===== src/logic/uiw_pkg.sv =====
// Purpose: constants and carrier types for the upstream window traffic class map
// Assumes: byte addresses on the register bus, one aligned 32-bit word per register
// Notes:   window offsets and reset values are shared by design and bench
package uiw_pkg;

    // ****************************************
    // register bus geometry
    // ****************************************
    localparam int          APB_AW      = 8;
    localparam int          APB_DW      = 32;
    localparam int          APB_SW      = APB_DW / 8;

    // ****************************************
    // register offsets
    // ****************************************
    localparam logic [7:0]  OFS_CAP     = 8'h00;
    localparam logic [7:0]  OFS_GCTRL   = 8'h04;
    localparam logic [7:0]  OFS_W0_CTRL = 8'h08;
    localparam logic [7:0]  OFS_W0_BASE = 8'h0c;
    localparam logic [7:0]  OFS_W0_LIM  = 8'h10;
    localparam logic [7:0]  OFS_W1_CTRL = 8'h14;
    localparam logic [7:0]  OFS_W1_BASE = 8'h18;
    localparam logic [7:0]  OFS_W1_LIM  = 8'h1c;

    // ****************************************
    // windows and fields
    // ****************************************
    localparam int          WIN_NUM     = 2;
    localparam int          WIN_IDX_W   = 1;
    localparam int          TC_W        = 3;
    localparam int          CTRL_EN_BIT = 0;
    localparam int          CTRL_TC_LSB = 1;
    localparam int          CTRL_TC_MSB = 3;
    localparam int          GCTRL_EN_BIT = 0;
    localparam logic [3:0]  WIN_COUNT   = 4'h4;
    localparam logic [TC_W-1:0] TC_ZERO = 3'h0;

    localparam logic [7:0]  WIN_CTRL_OFS [WIN_NUM] = '{OFS_W0_CTRL, OFS_W1_CTRL};
    localparam logic [7:0]  WIN_BASE_OFS [WIN_NUM] = '{OFS_W0_BASE, OFS_W1_BASE};
    localparam logic [7:0]  WIN_LIM_OFS  [WIN_NUM] = '{OFS_W0_LIM,  OFS_W1_LIM};

    // ****************************************
    // reset values
    // ****************************************
    localparam logic        EN_RST      = 1'b0;
    localparam logic [TC_W-1:0] TC_RST  = 3'h0;
    localparam logic [31:0] ADDR_RST    = 32'h0000_0000;
    localparam logic [31:0] DATA_ZERO   = 32'h0000_0000;

    // ****************************************
    // carriers
    // ****************************************
    typedef struct packed {
        logic                 valid;
        logic [31:0]          addr;
    } uiw_req_t;

    typedef struct packed {
        logic                 valid;
        logic [31:0]          addr;
        logic [TC_W-1:0]      tc;
        logic                 hit;
        logic [WIN_IDX_W-1:0] win;
    } uiw_tag_t;

endpackage


===== src/logic/uiw_top.sv =====
// Purpose: register bank and address matcher assigning traffic classes upstream
// Assumes: APB slave, inputs synchronous to clock, synchronous active-low reset
// Notes:   tag result appears one clock after the request, no back-pressure
//
// Notes on behaviour
// RULE1: window control registers at 08h, 14h, reset zero
// RULE2: control bits 15:4 read as zero
// RULE3: control bits 3:1 select window traffic class
// RULE4: class selector resets to 000b
// RULE5: disabled window never changes traffic class
// RULE6: enabled window tags matching addresses with class
// RULE7: base registers at 0Ch, 18h, reset zero
// RULE8: limit registers at 10h, 1Ch, upper bound
// RULE9: base and limit keep 32 bits always
// RULE10: base is the lower bound of window
// RULE11: global enable off forces class zero
// RULE12: four windows reported, two covered here
// RULE13: inside means base <= address <= limit
// RULE14: no match gives zero; lowest window wins
module uiw_top
    import uiw_pkg::*;
(
    input  wire logic                  clock,    // 200 MHz system clock
    input  wire logic                  nrst,     // synchronous reset, active low
    input  wire logic                  psel,     // apb select
    input  wire logic                  penable,  // apb access phase
    input  wire logic                  pwrite,   // apb direction, high for write
    input  wire logic [uiw_pkg::APB_AW-1:0] paddr,  // apb byte address
    input  wire logic [uiw_pkg::APB_DW-1:0] pwdata, // apb write data
    input  wire logic [uiw_pkg::APB_SW-1:0] pstrb,  // apb byte strobes
    output logic      [uiw_pkg::APB_DW-1:0] prdata, // apb read data
    output logic                       pready,   // apb transfer complete
    output logic                       pslverr,  // apb unmapped address
    input  wire uiw_pkg::uiw_req_t     up_req,   // upstream request address
    output uiw_pkg::uiw_tag_t          up_tag    // tagged upstream request
);
    import uiw_pkg::*;

    // ****************************************
    // storage
    // ****************************************
    logic                  window_map_enable          [WIN_NUM];
    logic [TC_W-1:0]       traffic_class_select       [WIN_NUM];
    logic [31:0]           win_base                   [WIN_NUM];
    logic [31:0]           win_limit                  [WIN_NUM];
    logic                  upstream_tc_mapping_enable;

    logic                  setup;
    logic                  wr_commit;
    logic [APB_DW-1:0]     rd_data;
    logic                  rd_hit;
    logic [APB_DW-1:0]     wr_data;
    uiw_tag_t              next_tag;

    // one select per register, shared by the read mux and the write enables
    logic                  sel_cap;
    logic                  sel_gctrl;
    logic                  sel_ctrl                   [WIN_NUM];
    logic                  sel_base                   [WIN_NUM];
    logic                  sel_lim                    [WIN_NUM];
    logic                  win_match                  [WIN_NUM];

    // ****************************************
    // helpers
    // ****************************************
    function automatic logic [31:0] strb_merge(
        input logic [31:0]       old_val,
        input logic [31:0]       new_val,
        input logic [APB_SW-1:0] strb
    );
        logic [31:0] res;
        res = old_val;
        for (int b = 0; b < APB_SW; b++) begin
            if (strb[b]) begin
                res[b*8 +: 8] = new_val[b*8 +: 8];
            end
        end
        return res;
    endfunction

    function automatic logic in_window(
        input logic [31:0] addr,
        input logic [31:0] base,
        input logic [31:0] limit
    );
        // both bounds inclusive; base above limit gives an empty window
        return (addr >= base) && (addr <= limit); // RULE10 RULE13
    endfunction

    function automatic logic ofs_match(
        input logic [APB_AW-1:0] addr,
        input logic [7:0]        ofs
    );
        // full byte compare: misaligned addresses stay unmapped
        return addr == ofs;
    endfunction

    // ****************************************
    // bus handshake
    // ****************************************
    assign setup     = psel && !penable;
    // pready is only high in the access phase, so this is the completing edge
    assign wr_commit = psel && penable && pready && pwrite && !pslverr;

    always_ff @(posedge clock) begin
        if (!nrst) begin
            pready <= 1'b0;
        end else begin
            // fixed single access cycle, no wait states
            pready <= setup;
        end
    end

    always_ff @(posedge clock) begin
        if (!nrst) begin
            pslverr <= 1'b0;
        end else if (setup) begin
            pslverr <= !rd_hit;
        end else if (pready) begin
            pslverr <= 1'b0;
        end
    end

    always_ff @(posedge clock) begin
        if (!nrst) begin
            prdata <= DATA_ZERO;
        end else if (setup) begin
            prdata <= pwrite ? DATA_ZERO : rd_data;
        end else if (pready) begin
            prdata <= DATA_ZERO;
        end
    end

    // ****************************************
    // address decode
    // ****************************************
    always_comb begin
        sel_cap   = ofs_match(paddr, OFS_CAP);
        sel_gctrl = ofs_match(paddr, OFS_GCTRL);
        for (int i = 0; i < WIN_NUM; i++) begin
            sel_ctrl[i] = ofs_match(paddr, WIN_CTRL_OFS[i]); // RULE1
            sel_base[i] = ofs_match(paddr, WIN_BASE_OFS[i]); // RULE7
            sel_lim[i]  = ofs_match(paddr, WIN_LIM_OFS[i]); // RULE8
        end
    end

    // ****************************************
    // read mux
    // ****************************************
    // an address that selects nothing leaves rd_hit low and so reports an error
    always_comb begin
        rd_data = DATA_ZERO;
        rd_hit  = 1'b0;
        if (sel_cap) begin
            rd_hit  = 1'b1;
            rd_data = {28'h0000000, WIN_COUNT}; // RULE12
        end
        if (sel_gctrl) begin
            rd_hit  = 1'b1;
            rd_data = {31'h00000000, upstream_tc_mapping_enable};
        end
        for (int i = 0; i < WIN_NUM; i++) begin
            if (sel_ctrl[i]) begin
                rd_hit  = 1'b1;
                rd_data = {28'h0000000, traffic_class_select[i], window_map_enable[i]}; // RULE2
            end
            if (sel_base[i]) begin
                rd_hit  = 1'b1;
                rd_data = win_base[i];
            end
            if (sel_lim[i]) begin
                rd_hit  = 1'b1;
                rd_data = win_limit[i];
            end
        end
    end

    // strobes merge into the present contents; unwritten lanes keep their value
    assign wr_data = strb_merge(rd_data, pwdata, pstrb);

    // ****************************************
    // global mapping enable
    // ****************************************
    always_ff @(posedge clock) begin
        if (!nrst) begin
            upstream_tc_mapping_enable <= EN_RST;
        end else if (wr_commit && sel_gctrl) begin
            // only the enable is stored; the arbiter bits are not built here
            upstream_tc_mapping_enable <= wr_data[GCTRL_EN_BIT];
        end
    end

    // ****************************************
    // window enable bits
    // ****************************************
    always_ff @(posedge clock) begin
        if (!nrst) begin
            for (int i = 0; i < WIN_NUM; i++) begin
                window_map_enable[i] <= EN_RST; // RULE1 RULE5
            end
        end else begin
            for (int i = 0; i < WIN_NUM; i++) begin
                if (wr_commit && sel_ctrl[i]) begin // RULE1
                    window_map_enable[i] <= wr_data[CTRL_EN_BIT];
                end
            end
        end
    end

    // ****************************************
    // window class selectors
    // ****************************************
    always_ff @(posedge clock) begin
        if (!nrst) begin
            for (int i = 0; i < WIN_NUM; i++) begin
                traffic_class_select[i] <= TC_RST; // RULE4
            end
        end else begin
            for (int i = 0; i < WIN_NUM; i++) begin
                if (wr_commit && sel_ctrl[i]) begin // RULE1
                    traffic_class_select[i] <= wr_data[CTRL_TC_MSB:CTRL_TC_LSB]; // RULE3
                end
            end
        end
    end

    // ****************************************
    // window base registers
    // ****************************************
    // kept regardless of the enable so software may use them as scratch
    always_ff @(posedge clock) begin
        if (!nrst) begin
            for (int i = 0; i < WIN_NUM; i++) begin
                win_base[i] <= ADDR_RST; // RULE7
            end
        end else begin
            for (int i = 0; i < WIN_NUM; i++) begin
                if (wr_commit && sel_base[i]) begin // RULE7
                    win_base[i] <= wr_data; // RULE9
                end
            end
        end
    end

    // ****************************************
    // window limit registers
    // ****************************************
    always_ff @(posedge clock) begin
        if (!nrst) begin
            for (int i = 0; i < WIN_NUM; i++) begin
                win_limit[i] <= ADDR_RST;
            end
        end else begin
            for (int i = 0; i < WIN_NUM; i++) begin
                if (wr_commit && sel_lim[i]) begin // RULE8
                    win_limit[i] <= wr_data; // RULE9
                end
            end
        end
    end

    // ****************************************
    // traffic class match
    // ****************************************
    // idle cycles match nothing, so a tag without a request claims no window
    always_comb begin
        for (int i = 0; i < WIN_NUM; i++) begin
            win_match[i] = up_req.valid && window_map_enable[i]
                           && in_window(up_req.addr, win_base[i], win_limit[i]); // RULE5
        end
    end

    always_comb begin
        next_tag       = '0;
        next_tag.valid = up_req.valid;
        next_tag.addr  = up_req.addr;
        next_tag.tc    = TC_ZERO; // RULE14
        // walk downward so the lowest matching window is applied last
        for (int i = WIN_NUM - 1; i >= 0; i--) begin
            if (win_match[i]) begin
                next_tag.tc  = traffic_class_select[i]; // RULE6 RULE14
                next_tag.hit = 1'b1;
                next_tag.win = WIN_IDX_W'(i);
            end
        end
        // without the global enable every request stays in class zero
        if (!upstream_tc_mapping_enable) begin
            next_tag.tc  = TC_ZERO; // RULE11
            next_tag.hit = 1'b0;
            next_tag.win = '0;
        end
    end

    always_ff @(posedge clock) begin
        if (!nrst) begin
            up_tag <= '0;
        end else begin
            up_tag <= next_tag;
        end
    end

endmodule


===== config.mk =====
export PLATFORM = sky130hd
export DESIGN_NAME = uiw_top
export DESIGN_NICKNAME = d
export VERILOG_FILES = /design/src/logic/uiw_pkg.sv /design/src/logic/uiw_top.sv
export SDC_FILE = /design/constraint.sdc
export NUM_CORES = 1
export LEC_CHECK = 0
export BUFFER_PORTS_ARGS = -buffer_cell sky130_fd_sc_hd__buf_2
export CAP_MARGIN = 20
export CORE_MARGIN = 8
export CORE_UTILIZATION = 50
export CTS_CLUSTER_DIAMETER = 60
export DETAILED_ROUTE_END_ITERATION = 8
export HOLD_SLACK_MARGIN = 0.15
export PLACE_DENSITY_LB_ADDON = 0.05
export SLEW_MARGIN = 20
export SYNTH_ARGS = -nofsm -noshare
export SYNTH_HDL_FRONTEND = slang
export SYNTH_SLANG_ARGS = --single-unit

===== constraint.sdc =====
create_clock -name clock -period 4.26 [get_ports clock]
set_clock_uncertainty 0.2 [all_clocks]
set_input_delay 0.213 -clock clock [delete_from_list [all_inputs] [get_ports clock]]
set_output_delay 0.213 -clock clock [all_outputs]
set_load 0.01 [all_outputs]

## Word level (Yosys, flattened, before mapping)

Memories as Yosys holds them, arrays and structs flattened.
Cells that the tools add are included.

- Flip-flop bits (word level): 73
- Memory bits (writable): 136
- Memories kept: 4

Memories:

| name | words | bits a word | read ports | clocked after memory_dff | write ports | RTL line | RTL |
|---|---|---|---|---|---|---|---|
| win_base | 2 | 32 | 2 | 0 | 2 | uiw_top.sv:44 | `logic [31:0] win_base [WIN_NUM];` |
| win_limit | 2 | 32 | 2 | 0 | 2 | uiw_top.sv:45 | `logic [31:0] win_limit [WIN_NUM];` |
| traffic_class_select | 2 | 3 | 2 | 0 | 2 | uiw_top.sv:43 | `logic [TC_W-1:0] traffic_class_select [WIN_NUM];` |
| window_map_enable | 2 | 1 | 2 | 0 | 2 | uiw_top.sv:42 | `logic window_map_enable [WIN_NUM];` |

- Muxes and demuxes: 54
- Order comparisons: 4
- Reduce and logical (&&, ||, !) cells: 25
- Bitwise operators: 10
- Eq/ne operators: 7

Operator list:

| cell | count |
|---|---|
| 32-bit 2-to-1 mux | 14 |
| 32-bit greater-or-equal comparator | 2 |
| 32-bit <= comparator | 2 |
| 8-bit by 5-bit == test with 1-bit output, second input constant | 4 |
| 8-bit 2-to-1 mux | 4 |
| 1-bit 2-to-1 mux | 31 |
| 1-bit logical AND | 18 |
| 8-bit by 4-bit == test with 1-bit output, second input constant | 2 |
| 5-bit 2-to-1 mux | 2 |
| 3-bit 2-to-1 mux | 3 |
| 8-bit by 3-bit == test with 1-bit output, second input constant | 1 |
| 8-bit logical NOT | 1 |
| 1-bit OR | 8 |
| 1-bit logical NOT | 3 |
| 3-bit OR reduction | 1 |
| 1-bit inverter | 2 |
| 2-bit AND reduction | 1 |
| 2-bit nonzero test | 1 |

## Logic depth before layout (Yosys ltp)

Gate-level depths: netlist of run 1.

- Depth after elaboration: 11
- Mapped depth: 9
- Depth with buffers taken out: 9

## Worst setup path after synthesis of run 1

Ideal clock, no wire load.

- Path kind: in2reg
- Start: input paddr[1] (netlist name)
- End: memory win_limit[1][0] (netlist: win_limit[0][32]) (enable)
- Stages: 7
- Setup slack: -45 ps
- Arrival time: 3640 ps
- Required time: 3594 ps
- Cell sequence: nor4_4 -> nand3_2 -> or2_1 -> buf_2 -> buf_6 -> buf_6 -> o21ai_0

RTL lines:

| item | RTL line | RTL |
|---|---|---|
| from (decl) | uiw_top.sv:28 | `input wire logic [uiw_pkg::APB_AW-1:0] paddr,` |
| to (decl) | uiw_top.sv:45 |  |

==> results.tsv, run 1 <==
metric	value	unit
overflow	0	
num_vias	9174	
clockPowerShare	0.437	
synth_xor_xnor_area_share	0	
core	21890	um^2
ant_nets	0	
avgViaCountPerCell	5.716	
synthTopCellsByArea	edfxtp_1 36%, ha_1 14%, dfxtp_1 13%	
fin_ws	0.7373	ns
timing.final.crit_period	3.523	ns
avgSynthCellArea	10.50	um^2
synth_compound_area_frac	0.1417	
drtIter0Drc	898	
area_growth	25.22	%
slowest_stage	or2_2	
end_kind	flop	
path_buf_inv	4	
worstPathArrival	3.56	ns
die_width	165.7	um
synth_enable_flop_cells	136	
cts_tree	built	
relSlewSlack	0.3476	
yosys_warnings	0	
muxShareOfSynthArea	0.03419	
synth_top_family_by_area	adder cells	
peakVddDrop	0.3521	mV
root_buffer	clkbuf_16	
leakagePower	5.962	nW
synth_top_cells_by_count	154 x nor2_1, 137 x inv_1, 136 x edfxtp_1	
synth_fp_nets	1277	
nets	1516	
min_path_type	in2reg	
synth-simple-area-share	0.1216	
grt_usage	0.2384	
ys_seq_area_frac	0.4952	
cap_violations	0	
slew_viol_final	0	
grt_pass1_vias	9404	
crit_type	in2reg	
critPathTopFamily	buffers and inverters	
die_y	165.7	um
drc	0	
synthAdderAreaFrac	0.1430	
rows	54	
cts_hold_buffers	86	
antenna_found_initial	0	
cp-start-kind	primary input	
powerDensity	350.4	nW/um^2
crit_fanout	39	
synth-seq-cells	209	
placed_area	12340	um^2
dpl.hpwl	23340	um
setup_violations	0	
p_switching	1.198	mW
ys_async_sr_fraction	0	
grt_pass1_wl	52970	um
synth.most_common_cell	nor2_1	
die_area	27440	um^2
min_period_over_period	0.8269	
synth_cell_type_count	57	
power	4.913	mW
rsz0062_at_grt	false	
insertion_delay	0.53	ns
diodes	0	
cts_resized	0	
initial_core_util	0.5115	
fin_area	14020	um^2
cpPeakStageDelay	0.73	ns
p_seq_frac	0.454	
tightest_slew	0.9786	ns
p_sw_frac	0.2439	
port_buffers	153	
preCtsSetupSlack	1.165	ns
clock_sinks	209	
setup_tns	0	ns
p_int	3.715	mW
firstDrtPassIters	6	
grt_max_degree	40	
hold_viol_final	0	
cts.path.max_buffers	3	
drt-wirelength-per-cell	21.05	um
gp_congestion	0.9227	
post_cts_buffers	0	
io_pins	154	
netlist_area	11200	um^2
synthCells	1067	
crit_required	4.29	ns
path_clk_slew	0.06	ns
synth_top_area_frac	0.3647	
layout-drive-gt1-share	0.1849	
htreeDepth	1	
cts_buffers	25	
fin_util	0.6405	
finalWirelength	33780	um
fmax	0.2839	GHz
synthFlopType	edfxtp_1	
pwr-share-comb	0.109	
synth_top_cell_by_area	edfxtp_1	
status	finished, final reports clean	
cp_cell_sequence	dlygate4sd3_1 -> buf_2 -> nor4_4 -> nand3_2 -> or2_2 -> buf_4 -> nor2_1 -> a21oi_2 -> mux2i_1 -> dlygate4sd3_1 -> nor2_1	
-- state kept, by name, indices dropped and copies added, names as in the netlist --
| register | flops |
|---|---|
| upstream_tc_mapping_enable | 1 |
| win_base | 64 |
| win_limit | 64 |
| traffic_class_select | 6 |
| up_tag | 38 |
| prdata | 32 |
| window_map_enable | 2 |
| pslverr | 1 |
| pready | 1 |
-- worst paths after layout --
| path | from | end | slack, ns | depth (start not counted) |
|---|---|---|---|---|
| max | paddr[6] | win_limit[0][54]$_DFFE_PP_ | 0.74 | 11 |
| min | paddr[1] | upstream_tc_mapping_enable$_SDFFE_PN0P_ | 0.20 | 6 |
| max reg2reg | win_base[0][31]$_DFFE_PP_ | up_tag[2]$_SDFF_PN0_ | 1.32 | 8 |
| min reg2reg | prdata[9]$_SDFFE_PN0P_ | prdata[9]$_SDFFE_PN0P_ | 0.29 | 2 |
-- power by group through the flow --
stage	Combinational, mW	Sequential, mW	Clock (mW)
2_1_floorplan	0.256	2.28	0
3_3_place_gp	0.468	2.27	0
3_5_place_dp	0.468	2.27	0
4_1_cts	0.531	2.23	2.19
5_1_grt	0.594	2.23	2.25
6_report	0.537	2.23	2.15
-- per-stage QoR --
stage          cells  hold WS, ns
2_1_floorplan   1067       0.1347
3_3_place_gp    1473       0.2726
3_5_place_dp    1473       0.2787
4_1_cts         1605       0.1543
5_1_grt         1605       0.2370
6_report        1605       0.2002
-- per-layer routing --
layer  vias to the layer above  wire length [um]  GRT usage
li1                       4361                 -          -
met1                      4382             15670     0.3319
met2                       373             14570     0.3729
met3                        58              2768    0.05040
met4                         0               767    0.05603
met5                         -                 0          0
-- layout by cell type (no fill, tap or decap), drive strengths merged, types with 28 or more instances in the layout --
cell type,instances
buf,169
nor2,154
inv,140
edfxtp,136
ha,128
dlygate4sd3,86
dfxtp,73
a21oi,64
mux2i,36
o21ai,36
nand2,35
and2,34
a22oi,32
clkbuf,29
a222oi,28
-- layout make-up --
class                           instances  area (um^2)
Clock buffer                           29        650.6
Fill cell                            1786         7869
Clock inverter                         17        173.9
Sequential cell                       209         5545
Timing Repair Buffer                  255         1784
Multi-Input combinational cell        677         5000
Inverter                              138        518.0
Tap cell                              280        350.3
-- worst min-delay path: cells and delay by family --
family,cells,cell delay [ns]
AND/OR/NAND/NOR,4,0.52
AO/OA/AOI/OAI,1,0.05
buffers and inverters,1,0.10
-- kinds of logic (layout without fill, tap and decap cells) --
family	count (synthesis)	count (layout)
flip-flops	209	209
multiplexers	38	38
buffers and inverters	181	439
AND/OR/NAND/NOR	288	288
adder cells (fa/ha/maj)	128	128
AO/OA/AOI/OAI	223	223
Note: power is estimated with default switching activity, not from simulation.
==> run 2: changes to the inputs <==
--- a/config.mk
+++ b/config.mk
@@ -5,6 +5,7 @@
 export SDC_FILE = /design/constraint.sdc
 export NUM_CORES = 1
 export LEC_CHECK = 0
+export ABC_AREA = 1
 export BUFFER_PORTS_ARGS = -buffer_cell sky130_fd_sc_hd__buf_2
 export CAP_MARGIN = 20
 export CORE_MARGIN = 8
==> constraint.sdc (replaced) <==
create_clock -name clock -period 2.9 [get_ports clock]
set_clock_uncertainty 0.2 [all_clocks]
set_input_delay 0.145 -clock clock [delete_from_list [all_inputs] [get_ports clock]]
set_output_delay 0.145 -clock clock [all_outputs]
set_load 0.01 [all_outputs]
==> run 2 against run 1 <==
- wire length rose by 1.5%
- sequential share of layout area fell by 2.5 points
- synthesized cell count rose by 18%
- non-clock buffer count rose by 52
- via count rose by 6.4%
- critical path depth fell by 2
- sequential power rose by 48%
- setup slack got worse by 0.62 ns
- hold slack got worse by 0.010 ns
- combinational power rose by 68%
- critical path type unchanged
- highest routed layer unchanged
==> results.tsv, run 2 <==
metric	value	unit
final_cell_mix	263 x nand2_1, 199 x inv_1, 153 x buf_2	
grt_usage	0.2412	
fillers	1932	
p_switching	1.760	mW
path_clk_slew	0.06	ns
root_buffer	clkbuf_16	
area_growth	28.38	%
crit_type	in2reg	
p_int	5.453	mW
avgSynthCellArea	9.215	um^2
drtIter0Drc	666	
leakagePower	6.939	nW
io_pins	154	
setup_violations	0	
clockPowerShare	0.419	
avgViaCountPerCell	5.132	
tightest_slew	0.8432	ns
firstDrtPassIters	5	
grt_pass1_vias	9862	
synth_cell_type_count	39	
post_cts_buffers	0	
setup_tns	0	ns
rows	56	
gp_congestion	0.9179	
hold_viol_final	0	
status	finished, final reports clean	
grt_max_degree	35	
min_period_over_period	0.9582	
die_y	168.6	um
instances_no_fill	1902	
wl_met1	14820	um
peakVddDrop	0.4322	mV
cp-start-kind	primary input	
fin_util	0.6447	
yosys_warnings	0	
synthTopCellsByArea	edfxtp_1 35%, ha_1 14%, dfxtp_1 13%	
drt-wirelength-per-cell	18.03	um
p_seq_frac	0.456	
fmax	0.3599	GHz
power	7.213	mW
htreeDepth	1	
fin_ws	0.1214	ns
synth_top_cell_by_area	edfxtp_1	
preCtsSetupSlack	0.4314	ns
routed.top_layer	met4	
layout-drive-gt1-share	0.1827	
synth_enable_flop_cells	136	
synthCells	1264	
ant_nets	0	
crit_fanout	9	
port_buffers	153	
crit_required	3.17	ns
antenna_found_initial	0	
powerDensity	482.4	nW/um^2
mostFrequentLayoutCell	nand2_1	
core	23190	um^2
synthFlopType	edfxtp_1	
grt_pass1_wl	54000	um
ys_async_sr_fraction	0	
dp.cells	1729	
drc	0	
nets	1775	
cap_violations	0	
pwr-share-comb	0.125	
cts_buffers	25	
top_regs	win_base x64, win_limit x64, up_tag x38	
initial_core_util	0.5022	
synth-seq-cells	209	
final-seq-area	5545	um^2
overflow	0	
rsz0062_at_grt	false	
num_vias	9762	
min_path_type	in2reg	
finalWirelength	34300	um
cts_tree	built	
dr_wl_met2	16690	um
timing.final.crit_period	2.779	ns
slew_viol_final	0	
synth_fp_nets	1474	
p_sw_frac	0.2440	
synth_top_cells_by_count	263 x nand2_1, 200 x inv_1, 136 x edfxtp_1	
multi_input_area	5165	um^2
insertion_delay	0.52	ns
dpl.hpwl	24240	um
synth.most_common_cell	nand2_1	
netlist_area	11650	um^2
die_width	168.6	um
ys_seq_area_frac	0.4761	
worstPathArrival	3.05	ns
end_kind	flop	
clock_sinks	209	
die_area	28430	um^2
cts.path.max_buffers	3	
met3_length	2218	um
synth_top_area_frac	0.3506	
relSlewSlack	0.4370	
## run 2: worst paths after layout
check	from	endpoint	slack, ns	cells after the start
worst max-delay path	pstrb[0]	upstream_tc_mapping_enable$_SDFFE_PN0P_	0.12	9
worst min-delay path	paddr[0]	prdata[0]$_SDFFE_PN0P_	0.19	10
worst max register to register	pslverr$_SDFFE_PN0P_	upstream_tc_mapping_enable$_SDFFE_PN0P_	0.24	8
worst min register to register	prdata[4]$_SDFFE_PN0P_	prdata[4]$_SDFFE_PN0P_	0.26	2
## run 2: cell type report
type | instances | share of cell area
timing repair buffer | 307 | 0.1516
clock inverter | 9 | 0.004853
clock buffer | 35 | 0.04845
inverter | 207 | 0.05196
tap | 319 | 0.02669
antenna | 1 | 0.0001673
multi-input combinational | 815 | 0.3454
sequential | 209 | 0.3708
## run 2: power groups by stage
stage                     clock, mW  combinational (mW)  sequential (mW)
after floorplan                   0               0.439             3.36
after global placement            0               0.755             3.35
after detailed placement          0               0.766             3.35
after CTS                      3.09               0.897             3.29
after global routing           3.19                1.01             3.30
final                          3.02               0.901             3.29
## run 2: metrics by stage
stage                     hold WS (ns)  area, um^2
after floorplan                0.03845       11650
after global placement          0.1421       12870
after detailed placement        0.1549       12870
after CTS                       0.1611       14950
after global routing            0.2403       14950
final                           0.1900       14950
## run 2: metal layers
| metal | vias up | GRT usage |
|---|---|---|
| li1 | 4822 | - |
| met1 | 4629 | 0.3046 |
| met2 | 267 | 0.4219 |
| met3 | 44 | 0.04682 |
| met4 | 0 | 0.05163 |
| met5 | - | 0 |
## run 2: kinds of logic (layout without fill, tap and decap cells)
logic type	Yosys count	count (layout)	synth area share
simple gates	440	440	0.1604
buf+inv	240	558	0.08229
compound gates	217	217	0.1180
flops	209	209	0.4761
fa+ha+maj	128	128	0.1375
mux	30	30	0.02578
other cells	0	1	0
## run 2: worst max-delay path: stages
cell and delay, ns:
dlygate4sd3_1 0.58, buf_2 0.37, nand2_1 0.08, dlygate4sd3_1 0.58, nand4_1 0.09, dlygate4sd3_1 0.55
nand2_1 0.04, dlygate4sd3_1 0.55, inv_1 0.05
## run 2: repair_timing
action,4_1_cts,5_1_grt
hold endpoints to repair,213,0
hold buffers,128,0
resized for setup,0,1
endpoints found under the setup margin,0,1
==> run 3: changes to the inputs <==
==> constraint.sdc (replaced) <==
create_clock -name clock -period 2.9 [get_ports clock]
set_clock_uncertainty 0.2 [all_clocks]
set_input_delay 0.58 -clock clock [delete_from_list [all_inputs] [get_ports clock]]
set_output_delay 0.58 -clock clock [all_outputs]
set_load 0.01 [all_outputs]
==> run 3 against run 2 <==
- sequential cell count unchanged
- design area down 5.8%
- first-iteration DRC count down 23%
- clock-buffer cell count down 3
- non-clock buffer count down 92
- critical path depth up 2
- total power down 2.1%
- fmax up 4.9%
- register-to-register slack better by 0.30 ns
- critical path type unchanged
==> results.tsv, run 3 (synthesis gave the netlist of run 2 again) <==
metric	value	unit
status	finished, final reports clean	
power	7.062	mW
ant_nets	0	
met2_usage	0.4057	
p_sw_frac	0.2467	
fin_area	14080	um^2
ff2ff_setup_slack	0.54	ns
p_int	5.320	mW
dp.cells	1738	
instances_no_fill	1809	
crit_type	in2reg	
grt_pass1_vias	9569	
insertion_delay	0.52	ns
grt_use_met3	0.04542	
setup_violations	0	
root_buffer	clkbuf_16	
leakagePower	6.658	nW
initial_core_util	0.5022	
path_buf_inv	2	
critPathTopFamily	simple AND/OR/NAND/NOR gates	
timing.final.crit_period	2.649	ns
cts_tree	built	
gp_congestion	0.9568	
post_cts_buffers	0	
min_period_over_period	0.9135	
cp-start-kind	primary input	
placed_area	13020	um^2
cap_violations	0	
crit_required	3.11	ns
fin_util	0.6072	
drc	0	
drt-wirelength-per-cell	18.55	um
met1_usage	0.2885	
finalWirelength	33550	um
slowest_stage	dlygate4sd3_1	
avgViaCountPerCell	5.134	
preCtsSetupSlack	-0.01670	ns
grt_usage	0.2337	
antenna_found_initial	0	
cp-startpoint	up_req[28]	
cp_cell_sequence	dlygate4sd3_1 -> buf_2 -> ha_1 -> nand2_1 -> nor2_1 -> nand4_1 -> nor2_1 -> nand4_1 -> nand3_1 -> nand3_1 -> and2_1	
path_clk_slew	0.06	ns
drtIter0Drc	510	
grt_max_degree	37	
top_regs	win_base x64, win_limit x64, up_tag x38	
cts.path.max_buffers	3	
port_buffers	153	
cp-endpoint	up_tag[0]$_SDFF_PP0_	
io_pins	154	
relSlewSlack	0.4863	
cts_buffers	24	
die_width	168.6	um
end_kind	flop	
busiest_layer	met2	
setup_tns	0	ns
r2r_start	win_base[0][31]$_DFFE_PP_	
num_vias	9288	
fmax	0.3775	GHz
firstDrtPassIters	8	
diodes	0	
dpl.hpwl	24910	um
grt_pass1_wl	51790	um
cpPeakStageDelay	0.53	ns
hold_viol_final	0	
peakVddDrop	0.4490	mV
slew_viol_final	0	
hold-worst-slack	0.1613	ns
p_switching	1.742	mW
worstSetupPathDepth	11	
rows	56	
r2r_end	up_tag[0]$_SDFF_PP0_	
crit_fanout	5	
nets	1682	
pwr-share-comb	0.114	
overflow	0	
rsz0062_at_grt	false	
p_seq_frac	0.466	
worstPathArrival	2.86	ns
die_area	28430	um^2
mostFrequentLayoutCell	nand2_1	
clock_sinks	209	
layout-drive-gt1-share	0.2007	
core	23190	um^2
final_cell_mix	263 x nand2_1, 200 x inv_1, 153 x buf_2	
area_growth	20.90	%
tightest_slew	0.7704	ns
reg2reg_depth	10	
powerDensity	501.5	nW/um^2
min_path_type	in2reg	
fin_ws	0.2508	ns
die_y	168.6	um
htreeDepth	1	
clockPowerShare	0.420	
## run 3: timing repair
item                                   4_1_cts  5_1_grt
resized for setup                            0        3
endpoints found under the hold margin       27        0
hold buffers                                27        0
setup endpoints to repair                    0        4
## run 3: worst reg2reg max path, delay by kind of cell, from the launching register on
kind / cells / cell delay, ns
adders and majority gates: 1 / 0.31
and+or+nand+nor: 8 / 1.36
DFF: 1 / 0.33
buffers and inverters: 1 / 0.07
## run 3: how the worst min path moves through the flow
stage / from / to / slack [ns] / depth (start not counted)
global placement: prdata[21]$_SDFFE_PN0P_ / prdata[21]$_SDFFE_PN0P_ / 0.25 / 2
floorplan: traffic_class_select[0][3]$_DFFE_PP_ / up_tag[2]$_SDFF_PN0_ / 0.26 / 2
detailed placement: prdata[4]$_SDFFE_PN0P_ / prdata[4]$_SDFFE_PN0P_ / 0.25 / 2
global route: up_req[27] / up_tag[32]$_SDFF_PN0_ / 0.16 / 3
CTS: up_req[1] / up_tag[6]$_SDFF_PN0_ / 0.16 / 3
finish: up_req[27] / up_tag[32]$_SDFF_PN0_ / 0.16 / 3
## run 3: routing by layer
metal  vias to the layer above  share of wire
li1                       4645              -
met1                      4281           0.41
met2                       306           0.48
met3                        56          0.078
met4                         0          0.028
met5                         -              0
## run 3: layout make-up
type / instances / area [um^2]
clock buffer: 32 / 650.6
clock inverter: 12 / 128.9
fill: 2058 / 9110
inverter: 207 / 777.0
multi-input combinational: 815 / 5182
sequential: 209 / 5545
tap: 319 / 399.1
timing repair buffer: 215 / 1399
## run 3: power groups by stage
stage	Combinational [mW]	Clock, mW	Sequential, mW
2_1_floorplan	0.440	0	3.36
3_3_place_gp	0.762	0	3.35
3_5_place_dp	0.773	0	3.35
4_1_cts	0.806	3.01	3.29
5_1_grt	0.904	3.14	3.30
6_report	0.805	2.97	3.29
